## src/shared/dmc_regs.vh

```
// register offsets, field positions, reset values and timing counts of the dma channel control
`ifndef DMC_REGS_VH
`define DMC_REGS_VH
`define DMC_ADDR_MODE0 20'hFFFBA
`define DMC_ADDR_MODE1 20'hFFFBB
`define DMC_ADDR_RUN0 20'hFFFBC
`define DMC_ADDR_RUN1 20'hFFFBD
`define DMC_MODE_RESET 8'h00
`define DMC_RUN_RESET 8'h00
`define DMC_BIT_TRIG 7
`define DMC_BIT_DIR 6
`define DMC_BIT_SIZE 5
`define DMC_BIT_HOLD 4
`define DMC_BIT_EN 7
`define DMC_BIT_ACT 0
`define DMC_SRC_NONE 4'h0
`define DMC_SRC_TM0 4'h2
`define DMC_SRC_TM1 4'h3
`define DMC_SRC_TM4 4'h4
`define DMC_SRC_TM5 4'h5
`define DMC_SRC_S0TX 4'h6
`define DMC_SRC_S0RX 4'h7
`define DMC_SRC_S1TX 4'h8
`define DMC_SRC_S1RX 4'h9
`define DMC_SRC_S3TX 4'hA
`define DMC_SRC_S3RX 4'hB
`define DMC_SRC_ADC 4'hC
`define DMC_HOLD_LATENCY 2
`define DMC_STOP_LATENCY 2
`endif

```

## src/logic/dmc_channel.v

```verilog
// one dma channel: mode and run control, trigger selection, transfer sequencing
`timescale 1ns/10ps
`include "dmc_regs.vh"
module dmc_channel
(
	input wire clock,
	input wire srst,
	input wire mode_wr,
	input wire run_wr,
	input wire [7:0] wdata,
	input wire [7:0] wmask,
	input wire [10:0] irq_vec,
	input wire [9:0] count_load,
	input wire count_wr,
	input wire [15:0] ram_load,
	input wire ram_wr,
	input wire [7:0] periph_addr,
	output wire [7:0] mode_rd,
	output wire [7:0] run_rd,
	output reg [9:0] transfer_counter,
	output reg [15:0] ram_address_reg,
	output reg xfer_busy,
	output reg xfer_phase,
	output reg direction,
	output reg halfword,
	output reg [15:0] xfer_ram_addr,
	output reg [7:0] xfer_periph_addr,
	output reg completion_irq
);
	reg direction_sel;
	reg size_sel;
	reg hold_pending;
	reg [3:0] trigger_source;
	reg channel_enable;
	reg transfer_active;
	reg pending;
	reg [1:0] hold_pipe;
	reg hw_trig;
	wire [7:0] next_mode;
	wire [7:0] next_run;
	wire [7:0] mode_now;
	wire sw_trig;
	wire hold_eff;
	wire go;
	wire last;
	assign mode_now = {1'b0, direction_sel, size_sel, hold_pending, trigger_source};
	assign next_mode = (mode_now & ~wmask) | (wdata & wmask);
	assign next_run = (run_rd & ~wmask) | (wdata & wmask);
	assign mode_rd = {1'b0, direction_sel, size_sel, hold_pending, trigger_source};
	assign run_rd = {channel_enable, 6'h00, transfer_active};
	assign sw_trig = mode_wr & wmask[`DMC_BIT_TRIG] & wdata[`DMC_BIT_TRIG] & channel_enable;
	assign hold_eff = hold_pending & hold_pipe[1];
	assign go = pending & ~hold_eff & channel_enable & transfer_active & ~xfer_busy;
	assign last = transfer_counter == 10'h001;
	always @*
	begin
		case (trigger_source)
			`DMC_SRC_TM0: hw_trig = irq_vec[0];
			`DMC_SRC_TM1: hw_trig = irq_vec[1];
			`DMC_SRC_TM4: hw_trig = irq_vec[2];
			`DMC_SRC_TM5: hw_trig = irq_vec[3];
			`DMC_SRC_S0TX: hw_trig = irq_vec[4];
			`DMC_SRC_S0RX: hw_trig = irq_vec[5];
			`DMC_SRC_S1TX: hw_trig = irq_vec[6];
			`DMC_SRC_S1RX: hw_trig = irq_vec[7];
			`DMC_SRC_S3TX: hw_trig = irq_vec[8];
			`DMC_SRC_S3RX: hw_trig = irq_vec[9];
			`DMC_SRC_ADC: hw_trig = irq_vec[10];
			default: hw_trig = 1'b0;
		endcase
	end
	always @(posedge clock)
	begin
		if (srst)
		begin
			direction_sel <= 1'b0;
			size_sel <= 1'b0;
			hold_pending <= 1'b0;
			trigger_source <= 4'h0;
			channel_enable <= 1'b0;
			transfer_active <= 1'b0;
			pending <= 1'b0;
			hold_pipe <= 2'h0;
			transfer_counter <= 10'h000;
			ram_address_reg <= 16'h0000;
			xfer_busy <= 1'b0;
			xfer_phase <= 1'b0;
			direction <= 1'b0;
			halfword <= 1'b0;
			xfer_ram_addr <= 16'h0000;
			xfer_periph_addr <= 8'h00;
			completion_irq <= 1'b0;
		end
		else
		begin
			completion_irq <= 1'b0;
			hold_pipe <= {hold_pipe[0], hold_pending};
			if (mode_wr)
			begin
				direction_sel <= next_mode[`DMC_BIT_DIR];
				size_sel <= next_mode[`DMC_BIT_SIZE];
				hold_pending <= next_mode[`DMC_BIT_HOLD];
				trigger_source <= next_mode[3:0];
			end
			if (run_wr)
				channel_enable <= next_run[`DMC_BIT_EN];
			if (count_wr & ~transfer_active)
				transfer_counter <= count_load;
			if (ram_wr & ~transfer_active)
				ram_address_reg <= ram_load;
			if (channel_enable & (sw_trig | (transfer_active & hw_trig)))
				pending <= 1'b1;
			else if (go | ~channel_enable | ~transfer_active)
				pending <= 1'b0;
			if (go)
			begin
				xfer_busy <= 1'b1;
				xfer_phase <= 1'b0;
				direction <= direction_sel;
				halfword <= size_sel;
				xfer_ram_addr <= size_sel ? {ram_address_reg[15:1], 1'b0} : ram_address_reg;
				xfer_periph_addr <= size_sel ? {periph_addr[7:1], 1'b0} : periph_addr;
			end
			else if (xfer_busy & ~xfer_phase)
				xfer_phase <= 1'b1;
			else if (xfer_busy)
			begin
				xfer_busy <= 1'b0;
				xfer_phase <= 1'b0;
				transfer_counter <= transfer_counter - 10'h001;
				ram_address_reg <= ram_address_reg + (halfword ? 16'h0002 : 16'h0001);
			end
			if (xfer_busy & xfer_phase & last & transfer_active)
			begin
				transfer_active <= 1'b0;
				completion_irq <= 1'b1;
			end
			else if (run_wr)
				transfer_active <= next_run[`DMC_BIT_ACT] & (channel_enable | next_run[`DMC_BIT_EN]);
		end
	end
endmodule

```

## src/logic/dmc_top.v

```verilog
// two-channel dma mode and run control with its register port
`timescale 1ns/10ps
`include "dmc_regs.vh"
module dmc_top
(
	input wire clock,
	input wire srst,
	input wire [19:0] reg_addr,
	input wire reg_wr,
	input wire reg_rd,
	input wire [7:0] reg_wdata,
	input wire [7:0] reg_wmask,
	output reg [7:0] reg_rdata,
	input wire timer0_irq,
	input wire timer1_irq,
	input wire timer4_irq,
	input wire timer5_irq,
	input wire serial0_tx_end_irq,
	input wire serial0_rx_end_irq,
	input wire serial1_tx_end_irq,
	input wire serial1_rx_end_irq,
	input wire serial3_tx_end_irq,
	input wire serial3_rx_end_irq,
	input wire adc_end_irq,
	input wire [9:0] count_load0,
	input wire count_wr0,
	input wire [15:0] ram_load0,
	input wire ram_wr0,
	input wire [7:0] periph_address_reg0,
	input wire [9:0] count_load1,
	input wire count_wr1,
	input wire [15:0] ram_load1,
	input wire ram_wr1,
	input wire [7:0] periph_address_reg1,
	output wire [9:0] transfer_counter0,
	output wire [15:0] ram_address_reg0,
	output wire [9:0] transfer_counter1,
	output wire [15:0] ram_address_reg1,
	output wire cpu_stall,
	output wire xfer_busy0,
	output wire xfer_phase0,
	output wire direction0,
	output wire halfword0,
	output wire [15:0] xfer_ram_addr0,
	output wire [7:0] xfer_periph_addr0,
	output wire xfer_busy1,
	output wire xfer_phase1,
	output wire direction1,
	output wire halfword1,
	output wire [15:0] xfer_ram_addr1,
	output wire [7:0] xfer_periph_addr1,
	output wire completion_irq0,
	output wire completion_irq1
);
	wire [10:0] irq_vec;
	wire [7:0] mode_rd0;
	wire [7:0] mode_rd1;
	wire [7:0] run_rd0;
	wire [7:0] run_rd1;
	assign irq_vec = {adc_end_irq, serial3_rx_end_irq, serial3_tx_end_irq, serial1_rx_end_irq,
		serial1_tx_end_irq, serial0_rx_end_irq, serial0_tx_end_irq, timer5_irq, timer4_irq, timer1_irq, timer0_irq};
	assign cpu_stall = xfer_busy0 | xfer_busy1;
	always @(posedge clock)
	begin
		if (srst)
			reg_rdata <= 8'h00;
		else if (reg_rd)
		begin
			case (reg_addr)
				`DMC_ADDR_MODE0: reg_rdata <= mode_rd0;
				`DMC_ADDR_MODE1: reg_rdata <= mode_rd1;
				`DMC_ADDR_RUN0: reg_rdata <= run_rd0;
				`DMC_ADDR_RUN1: reg_rdata <= run_rd1;
				default: reg_rdata <= 8'h00;
			endcase
		end
	end
	dmc_channel u_ch0
	(
		.clock(clock),
		.srst(srst),
		.mode_wr(reg_wr & (reg_addr == `DMC_ADDR_MODE0)),
		.run_wr(reg_wr & (reg_addr == `DMC_ADDR_RUN0)),
		.wdata(reg_wdata),
		.wmask(reg_wmask),
		.irq_vec(irq_vec),
		.count_load(count_load0),
		.count_wr(count_wr0),
		.ram_load(ram_load0),
		.ram_wr(ram_wr0),
		.periph_addr(periph_address_reg0),
		.mode_rd(mode_rd0),
		.run_rd(run_rd0),
		.transfer_counter(transfer_counter0),
		.ram_address_reg(ram_address_reg0),
		.xfer_busy(xfer_busy0),
		.xfer_phase(xfer_phase0),
		.direction(direction0),
		.halfword(halfword0),
		.xfer_ram_addr(xfer_ram_addr0),
		.xfer_periph_addr(xfer_periph_addr0),
		.completion_irq(completion_irq0)
	);
	dmc_channel u_ch1
	(
		.clock(clock),
		.srst(srst),
		.mode_wr(reg_wr & (reg_addr == `DMC_ADDR_MODE1)),
		.run_wr(reg_wr & (reg_addr == `DMC_ADDR_RUN1)),
		.wdata(reg_wdata),
		.wmask(reg_wmask),
		.irq_vec(irq_vec),
		.count_load(count_load1),
		.count_wr(count_wr1),
		.ram_load(ram_load1),
		.ram_wr(ram_wr1),
		.periph_addr(periph_address_reg1),
		.mode_rd(mode_rd1),
		.run_rd(run_rd1),
		.transfer_counter(transfer_counter1),
		.ram_address_reg(ram_address_reg1),
		.xfer_busy(xfer_busy1),
		.xfer_phase(xfer_phase1),
		.direction(direction1),
		.halfword(halfword1),
		.xfer_ram_addr(xfer_ram_addr1),
		.xfer_periph_addr(xfer_periph_addr1),
		.completion_irq(completion_irq1)
	);
endmodule

```

## config.mk

```make
export PLATFORM = sky130hd
export DESIGN_NAME = dmc_top
export DESIGN_NICKNAME = d
export VERILOG_FILES = /design/src/logic/dmc_channel.v /design/src/logic/dmc_top.v
export VERILOG_INCLUDE_DIRS = /design/src /design/src/shared
export SDC_FILE = /design/constraint.sdc
export NUM_CORES = 1
export LEC_CHECK = 0
export BUFFER_PORTS_ARGS = -buffer_cell sky130_fd_sc_hd__buf_4
export CORE_AREA = 2 2 99 148
export CTS_BUF_LIST = sky130_fd_sc_hd__clkbuf_4 sky130_fd_sc_hd__clkbuf_8 sky130_fd_sc_hd__clkbuf_16
export CTS_CLUSTER_SIZE = 10
export DETAILED_ROUTE_END_ITERATION = 8
export DIE_AREA = 0 0 101 150
export HOLD_SLACK_MARGIN = 0.15
export MAX_ROUTING_LAYER = met4
export PLACE_DENSITY = 0.79
export REMOVE_ABC_BUFFERS = 1
export SYNTH_ARGS = -nofsm -noshare
export SYNTH_HDL_FRONTEND = slang
export SYNTH_SLANG_ARGS = --single-unit
```

## constraint.sdc

```tcl
create_clock -name clock -period 2.51 [get_ports clock]
set_input_delay 0.1255 -clock clock [delete_from_list [all_inputs] [get_ports clock]]
set_output_delay 0.1255 -clock clock [all_outputs]
set_load 0.1 [all_outputs]
```

After elaboration in Yosys (flattened, before gate mapping)
Index checks and enable logic that the tools add are counted.

word-level totals
  input port bits = 123
  output and inout bits = 119
  flip-flop bits (word level) = 142

operators by class
  reduce and logical (&&, ||, !) cells = 8
  multiplexer cells = 39
  bitwise gates (word level) = 67
  add/sub/neg operators = 4
  equal/unequal tests = 30

operator list
  operator                                                                  number
  16-bit 2-to-1 mux                                                         8
  20-bit == test (second input constant)                                    4
  10-bit 2-to-1 mux                                                         8
  4-bit == test (second input constant)                                     10
  1-bit AND                                                                 38
  16-bit by 2-bit adder with 16-bit output                                  2
  4-bit by 3-bit == test with 1-bit output (second input constant)          8
  8-bit one-hot mux with 4 select lines                                     1
  8-bit AND                                                                 3
  1-bit one-hot mux with 11 select lines                                    2
  10-bit by 1-bit == test with 1-bit output (second input constant)         2
  10-bit by 1-bit subtractor with 10-bit output (second input constant)     2
  1-bit 2-to-1 mux                                                          18
  4-bit by 2-bit == test with 1-bit output (second input constant)          4
  8-bit OR                                                                  2
  7-bit AND                                                                 2
  7-bit OR                                                                  2
  1-bit NOT                                                                 10
  1-bit OR                                                                  9
  8-bit NOT                                                                 1
  2-bit nonzero test                                                        4
  2-bit OR reduction                                                        4
  2-bit 2-to-1 mux                                                          2
  2-bit by 1-bit inequality test with 1-bit output (second input constant)  2

Depth between registers and ports, before layout
Gate-level depths: netlist (run 1).

  depth in word-level cells = 10
  depth in mapped cells = 9

Cells and area by module
A second synthesis (run 1) with hierarchy kept.

unflattened totals
  cell total of the unflattened synthesis = 907
  area total of the unflattened synthesis = 7130.6 µm²

modules (own cells, without submodules)
  module                area each (µm²)  instances  cells each
  dmc_channel at u_ch0  3288.2           1          423
  dmc_channel at u_ch1  3201.8           1          412
  dmc_top               640.6            1          72

Worst setup path after synthesis (run 1)
OpenSTA, ideal clock, no wires.

  kind = register to register
  from = register u_ch0.ram_address_reg[0]
  to = register u_ch0.ram_address_reg[10]
  path buffers = 0
  library setup time = 115 ps
  data arrival time = 2644 ps
  path slack = -249 ps
  clock period less this slack = 2759 ps
  data required time = 2395 ps
  cell stages (with the launch flop) = 8
  path through = dfxtp_1 > ha_1 > inv_1 > fa_1 > nor3_2 > and3_1 > a211oi_1 > a2111oi_0

on the way
  longest elaborated chain between the ends = 4

ends and longest elaborated chain
  item                                      line               RTL
  start, declared                           dmc_channel.v:21   output reg [15:0] ram_address_reg,
  start signal, assigned                    dmc_channel.v:110  ram_address_reg <= ram_load;
  start signal, assigned                    dmc_channel.v:131  ram_address_reg <= ram_address_reg + (halfword ? 16'h0002 : 16'h0001);
  16-bit by 2-bit adder with 16-bit output  dmc_channel.v:131
  16-bit 2-to-1 mux                         dmc_channel.v:126  else if (xfer_busy)
  16-bit 2-to-1 mux                         dmc_channel.v:124  else if (xfer_busy & ~xfer_phase)
  16-bit 2-to-1 mux                         dmc_channel.v:115  if (go)

Every way passes these cells.
A chain may end at the register's enable or synchronous reset.

Worst setup path after layout (run 1)
  from = register u_ch0.xfer_busy
  to = register u_ch0.transfer_counter[8]

on the way
  longest elaborated chain between the ends = 3

ends and longest elaborated chain
  item                                                   line                                 RTL
  start, declared                                        dmc_channel.v:22                     output reg xfer_busy,
  start signal, assigned                                 dmc_channel.v:86                     xfer_busy <= 1'b0;
  start signal, assigned                                 dmc_channel.v:117                    xfer_busy <= 1'b1;
  start signal, assigned                                 dmc_channel.v:128                    xfer_busy <= 1'b0;
  10-bit 2-to-1 mux, or another cell as far along        dmc_channel.v:126
  10-bit 2-to-1 mux / 1-bit AND (equally long branches)  dmc_channel.v:124, dmc_channel.v:53
  10-bit 2-to-1 mux (*)                                  dmc_channel.v:115
  end signal, assigned                                   dmc_channel.v:108                    transfer_counter <= count_load;
  end signal, assigned                                   dmc_channel.v:130                    transfer_counter <= transfer_counter - 10'h001;
  end, declared                                          dmc_channel.v:20                     output reg [9:0] transfer_counter,

Mark *: on every way between the ends. The rest lies on a longest branch, timed or not.

==> out/metrics.yaml, run 1 <==
synth_cell_types: 68
synth-edff-count: 0
synth_area_leaders: "dfxtp_1 42%, nand2_1 9.4%, a21oi_1 7.6%, nor2_1 4.2%, o21ai_0 3.0%"
p_per_area_nw_per_um2: 594
worstPathMaxFanout: 9
slew_violations: 0
fp-row-count: 53
post_cts_buffers: 0
seq_area_frac_synth: 0.419
placed_cell_area_sq_um: 8700
grt_use_total: 0.306
die_width_um: 101
worst_slack_ps: 181
grt_overflow: 0
netlist_instances: 867
worst-setup-path-type: "reg -> reg"
maxSlewHeadroom: 0.370
drv_cap: 0
wl_per_cell_um: 16.8
worst_slew_pin_slew_ps: 941
die_y_um: 150
drt-pass1-iter-count: 6
cts.htree.levels: 4
drive_above_1_share: 0.261
cp.required_ps: 2870
nets: 1322
port_buffers: 241
cts_tree: "built"
num_vias: 7862
drt_iter0_markers: 413
ys_warn_count: 0
fmax_mhz: 429
worstPathArrival_ps: 2690
dieArea_sq_um: 15200
synthTopCellsByCount: "169 x nand2_1, 142 x dfxtp_1, 103 x a21oi_1"
viasPerCell: 5.76
rsz0062_at_grt: "no"
grt_pass1_vias: 7659
p_leak_nw: 4.26
yosysMostFrequentCell: "nand2_1"
cp_slowest_cell: "dlygate4sd3_1"
antenna_left: 0
cp-end-kind: "register"
place_worst_setup_slack_ps: 233
routed_wl_mm: 22.9
min_period_over_period: 0.928
critical-path-max-stage-delay_ps: 560
startpoint_type: "register"
holdPathStages: 3
power_frac_clock: 0.458
syn_avg_cell_area_sq_um: 7.82
hold_class: "in -> reg"
antenna_found_initial: 0
internal-power_mw: 4.54
synth_flop_cell: "dfxtp_1"
path_delay_family: "simple AND/OR/NAND/NOR gates"
ios: 242
ir_drop_uv: 427
drc: 0
grt_pass1_wl_mm: 36.4
seq_power_share: 0.385
ys_async_sr_fraction: 0
final-setup-viol-count: 0
netlist_area_sq_um: 6780
path_buf_inv: 1
hold_viol: 0
r2r_setup_slack_ps: 180
n_antenna_cell: 0
place.gp.congestion: 0.893
dp_hpwl_mm: 14.9
fin_tns_setup_ps: 0
grt_max_degree: 107
clock-root-buffer: "clkbuf_16"
hold_start: "reg_addr[0]"
combPwrFrac: 0.157
syn2layout_area_growth_pct: 53.3
start_util: 0.487
clock_path_buffers: 2
ys_ff_latch: 142
status: "finished clean"
r2r_end: "u_ch0.transfer_counter[8]"
crit_chain: "and2_2 > nand4b_1 > nor4_1 > mux2_2 > a21oi_1 > dlygate4sd3_1"
finalClockSkew_ps: 10.5
rr_worst_depth: 6
finish.instance_area_sq_um: 10400
switching_share: 0.265
whs_endpoint: "u_ch1.channel_enable"
fp.coreArea_sq_um: 13900
cts_buffers: 17
clock_sinks: 142
period_needed_ps: 2330
synth.top_cell.area_share: 0.419
r2r-start: "u_ch0.xfer_busy"
clkLatencyLatePin_ps: 410
p_sw_mw: 1.64
yosysTopAreaCell: "dfxtp_1"
cts.reportedPaths.clkPinSlew_ps: 60
==> worst register-to-register path: stages (launching register included) <==
cell and delay, ps:
dfxtp_1 430, and2_2 300, nand4b_1 200, nor4_1 280
mux2_2 370, a21oi_1 140, dlygate4sd3_1 560
==> placed cells by master, fill, tap and decap left out, drive strengths merged, types with 7 or more instances in the layout <==
cell type    instances
nand4               16
inv                 20
a211oi              13
nor2                77
o21ai               41
nand3               25
nand2b               9
a21oi              103
mux2                10
dlygate4sd3        101
a221oi               7
nand2              169
ha                   8
nor3                20
dfxtp              142
nor4                15
nand3b               8
a31oi               16
buf                251
clkbuf              22
nor2b               20
==> final cells by class <==
| class | instances | area [sq um] |
|---|---|---|
| fillers | 1038 | 3530 |
| well taps | 165 | 206 |
| inverters | 21 | 78.8 |
| flip-flops and latches | 142 | 2840 |
| repair buffers | 352 | 2910 |
| clock buffers | 22 | 488 |
| multi-input cells | 655 | 3690 |
| clock inverters | 9 | 181 |
==> power by group through the flow <==
| stage | sequential, mW | combinational, mW | clock [mW] |
|---|---|---|---|
| after floorplan | 2.76 | 0.162 | 0 |
| after global placement | 2.42 | 0.836 | 0 |
| after detailed placement | 2.42 | 0.839 | 0 |
| after CTS | 2.37 | 0.954 | 2.86 |
| after global routing | 2.38 | 1.02 | 2.95 |
| final | 2.38 | 0.968 | 2.83 |
==> per-stage QoR <==
step           power [mW]  hold slack, ps  cells   util
2_1_floorplan        2.92             195    818      -
3_3_place_gp         3.26             372   1234  0.625
3_5_place_dp         3.26             380   1234  0.625
4_1_cts              6.19             153   1366  0.746
5_1_grt              6.36             177   1366  0.746
6_report             6.18             174   1366  0.746
==> worst max path at each step <==
stage	slack [ps]	start	depth (start not counted)	to
finish	180	u_ch0.xfer_busy	6	u_ch0.transfer_counter[8]
global route	40	u_ch0.halfword	8	u_ch0.ram_address_reg[10]
CTS	150	u_ch0.xfer_busy	6	u_ch0.transfer_counter[8]
detailed placement	230	u_ch0.halfword	8	u_ch0.ram_address_reg[10]
global placement	330	u_ch0.halfword	8	u_ch0.ram_address_reg[10]
floorplan	-280	u_ch1.xfer_busy	4	u_ch1.ram_address_reg[7]
==> layer usage <==
| metal | GRT usage | routed length, um |
|---|---|---|
| met1 | 0.333 | 8810 |
| met2 | 0.529 | 11600 |
| met3 | 0.0584 | 1460 |
| met4 | 0.149 | 1020 |
| met5 | - | 0 |
==> what timing repair did <==
action | CTS | global route
endpoints found under the hold margin | 101 | 0
endpoints found under the setup margin | 0 | 3
hold buffers | 101 | 0
gates resized for setup | 0 | 3
==> logic make-up after synthesis <==
| logic type | after synthesis | share of synthesized area |
|---|---|---|
| AND/OR/NAND/NOR | 397 | 0.282 |
| AO/OA/AOI/OAI | 229 | 0.207 |
| flip-flops | 142 | 0.419 |
| buffers and inverters | 70 | 0.0393 |
| multiplexers | 17 | 0.0288 |
| adder cells (fa/ha/maj) | 10 | 0.0207 |
| XOR/XNOR | 2 | 0.00258 |
(Power assumes the default switching activity.)
==> run 2: changes to the inputs <==
Settings changed: RECOVER_POWER from default to 100, TNS_END_PERCENT from default to 30.
==> out/metrics.yaml, run 2 (synthesis results as in run 1) <==
drc: 0
nets: 1322
top_usage_layer: "met2"
fin_cells: 1366
p_leak_nw: 3.75
clkLatencyLatePin_ps: 420
start_util: 0.487
ios: 242
finalClockSkew_ps: 12.9
maxSlewHeadroom: 0.158
p_sw_mw: 1.64
timing.hold.ws_ps: 171
cts_buffers: 17
grt_overflow: 0
r2r-start: "u_ch0.xfer_busy"
fmax_mhz: 430
fillers: 1209
multi_input_area_sq_um: 3660
met2_usage: 0.529
worstPathMaxFanout: 9
drt_iter0_markers: 436
viasPerCell: 5.72
placed_cell_area_sq_um: 8700
finish.instance_area_sq_um: 9900
post_cts_buffers: 0
hold_viol: 0
path_delay_family: "simple AND/OR/NAND/NOR gates"
fp.coreArea_sq_um: 13900
hold_class: "in -> reg"
r2r_setup_slack_ps: 180
antenna_found_initial: 0
final-seq-area_sq_um: 2840
status: "finished clean"
p_per_area_nw_per_um2: 620
grt_use_total: 0.306
final_common_cell: "nand2_1"
worst-setup-path-type: "reg -> reg"
rr_worst_depth: 6
die_width_um: 101
final-setup-viol-count: 0
dp_hpwl_mm: 14.9
internal-power_mw: 4.49
routed_wl_mm: 23.0
met3_usage: 0.0584
dieArea_sq_um: 15200
clock-root-buffer: "clkbuf_16"
r2r_end: "u_ch0.transfer_counter[8]"
grt_use_met1: 0.333
holdPathStages: 3
cts_tree: "built"
cts.reportedPaths.clkPinSlew_ps: 60
drive_above_1_share: 0.154
clock_sinks: 142
seq_power_share: 0.387
startpoint_type: "register"
place.gp.congestion: 0.893
num_vias: 7820
worst_slew_pin_slew_ps: 1270
critical-path-max-stage-delay_ps: 560
switching_share: 0.267
min_period_over_period: 0.927
cp_slowest_cell: "dlygate4sd3_1"
path_buf_inv: 1
dp_cells: 1234
fp-row-count: 53
cp.required_ps: 2860
drt-pass1-iter-count: 6
layout_common_cells: "169 x nand2_1, 142 x dfxtp_1, 123 x buf_4, 121 x clkbuf_1, 103 x a21oi_1"
syn2layout_area_growth_pct: 46.0
combPwrFrac: 0.151
rsz0062_at_grt: "no"
cp-end-kind: "register"
die_y_um: 150
period_needed_ps: 2330
hold_start: "reg_addr[0]"
grt_max_degree: 107
slew_violations: 0
grt_pass1_vias: 7659
grt_pass1_wl_mm: 36.4
clock_path_buffers: 2
whs_endpoint: "u_ch1.channel_enable"
cts.htree.levels: 4
ir_drop_uv: 418
port_buffers: 241
antenna_left: 0
drv_cap: 0
power_frac_clock: 0.462
worstPathArrival_ps: 2680
wl_per_cell_um: 16.9
n_antenna_cell: 0
crit_chain: "and2_2 > nand4b_1 > nor4_1 > mux2_2 > a21oi_1 > dlygate4sd3_1"
run 2: what timing repair did:
| action | in CTS | in global routing |
|---|---|---|
| hold buffers | 101 | 0 |
| gates resized for setup | 0 | 3 |
| hold endpoints to repair | 101 | 0 |
| setup endpoints to repair | 0 | 3 |
run 2: cell type report:
class                      count  area share
multi-input combinational    655       0.370
sequential                   142       0.287
timing repair buffer         352       0.247
clock buffer                  22      0.0493
tap                          165      0.0208
clock inverter                 9      0.0183
inverter                      21     0.00796
run 2: per-layer routing:
metal	wire length (um)	share of wire	vias up
met1	8950	0.39	3624
met3	1490	0.065	86
met2	11600	0.50	368
met4	979	0.043	0
met5	0	0	-
li1	-	-	3742
run 2: how the worst max path moves through the flow:
stage,slack [ps],start,cells after the start,to
6_report,180,u_ch0.xfer_busy,6,u_ch0.transfer_counter[8]
5_1_grt,40,u_ch0.halfword,8,u_ch0.ram_address_reg[10]
4_1_cts,150,u_ch0.xfer_busy,6,u_ch0.transfer_counter[8]
3_5_place_dp,230,u_ch0.halfword,8,u_ch0.ram_address_reg[10]
3_3_place_gp,330,u_ch0.halfword,8,u_ch0.ram_address_reg[10]
2_1_floorplan,-280,u_ch1.xfer_busy,4,u_ch1.ram_address_reg[7]
run 2: power by group through the flow:
stage	registers, mW	logic (mW)	clock network [mW]
3_5_place_dp	2.42	0.839	0
4_1_cts	2.37	0.954	2.86
5_1_grt	2.38	0.974	2.95
2_1_floorplan	2.76	0.162	0
3_3_place_gp	2.42	0.836	0
6_report	2.38	0.925	2.83
run 2: worst register-to-register path: stages (launching register included):
cell and delay [ps]:
dfxtp_1 430, and2_2 290, nand4b_1 200, nor4_1 280
mux2_2 370, a21oi_1 140, dlygate4sd3_1 560
run 2: through the flow:
| stage | setup slack (ps) | util | power, mW | TNS, ps |
|---|---|---|---|---|
| floorplan | -279 | - | 2.92 | -2440 |
| detailed placement | 233 | 0.625 | 3.26 | 0 |
| global placement | 332 | 0.625 | 3.26 | 0 |
| global route | 36.9 | 0.711 | 6.31 | 0 |
| CTS | 147 | 0.746 | 6.19 | 0 |
| finish | 183 | 0.711 | 6.14 | 0 |
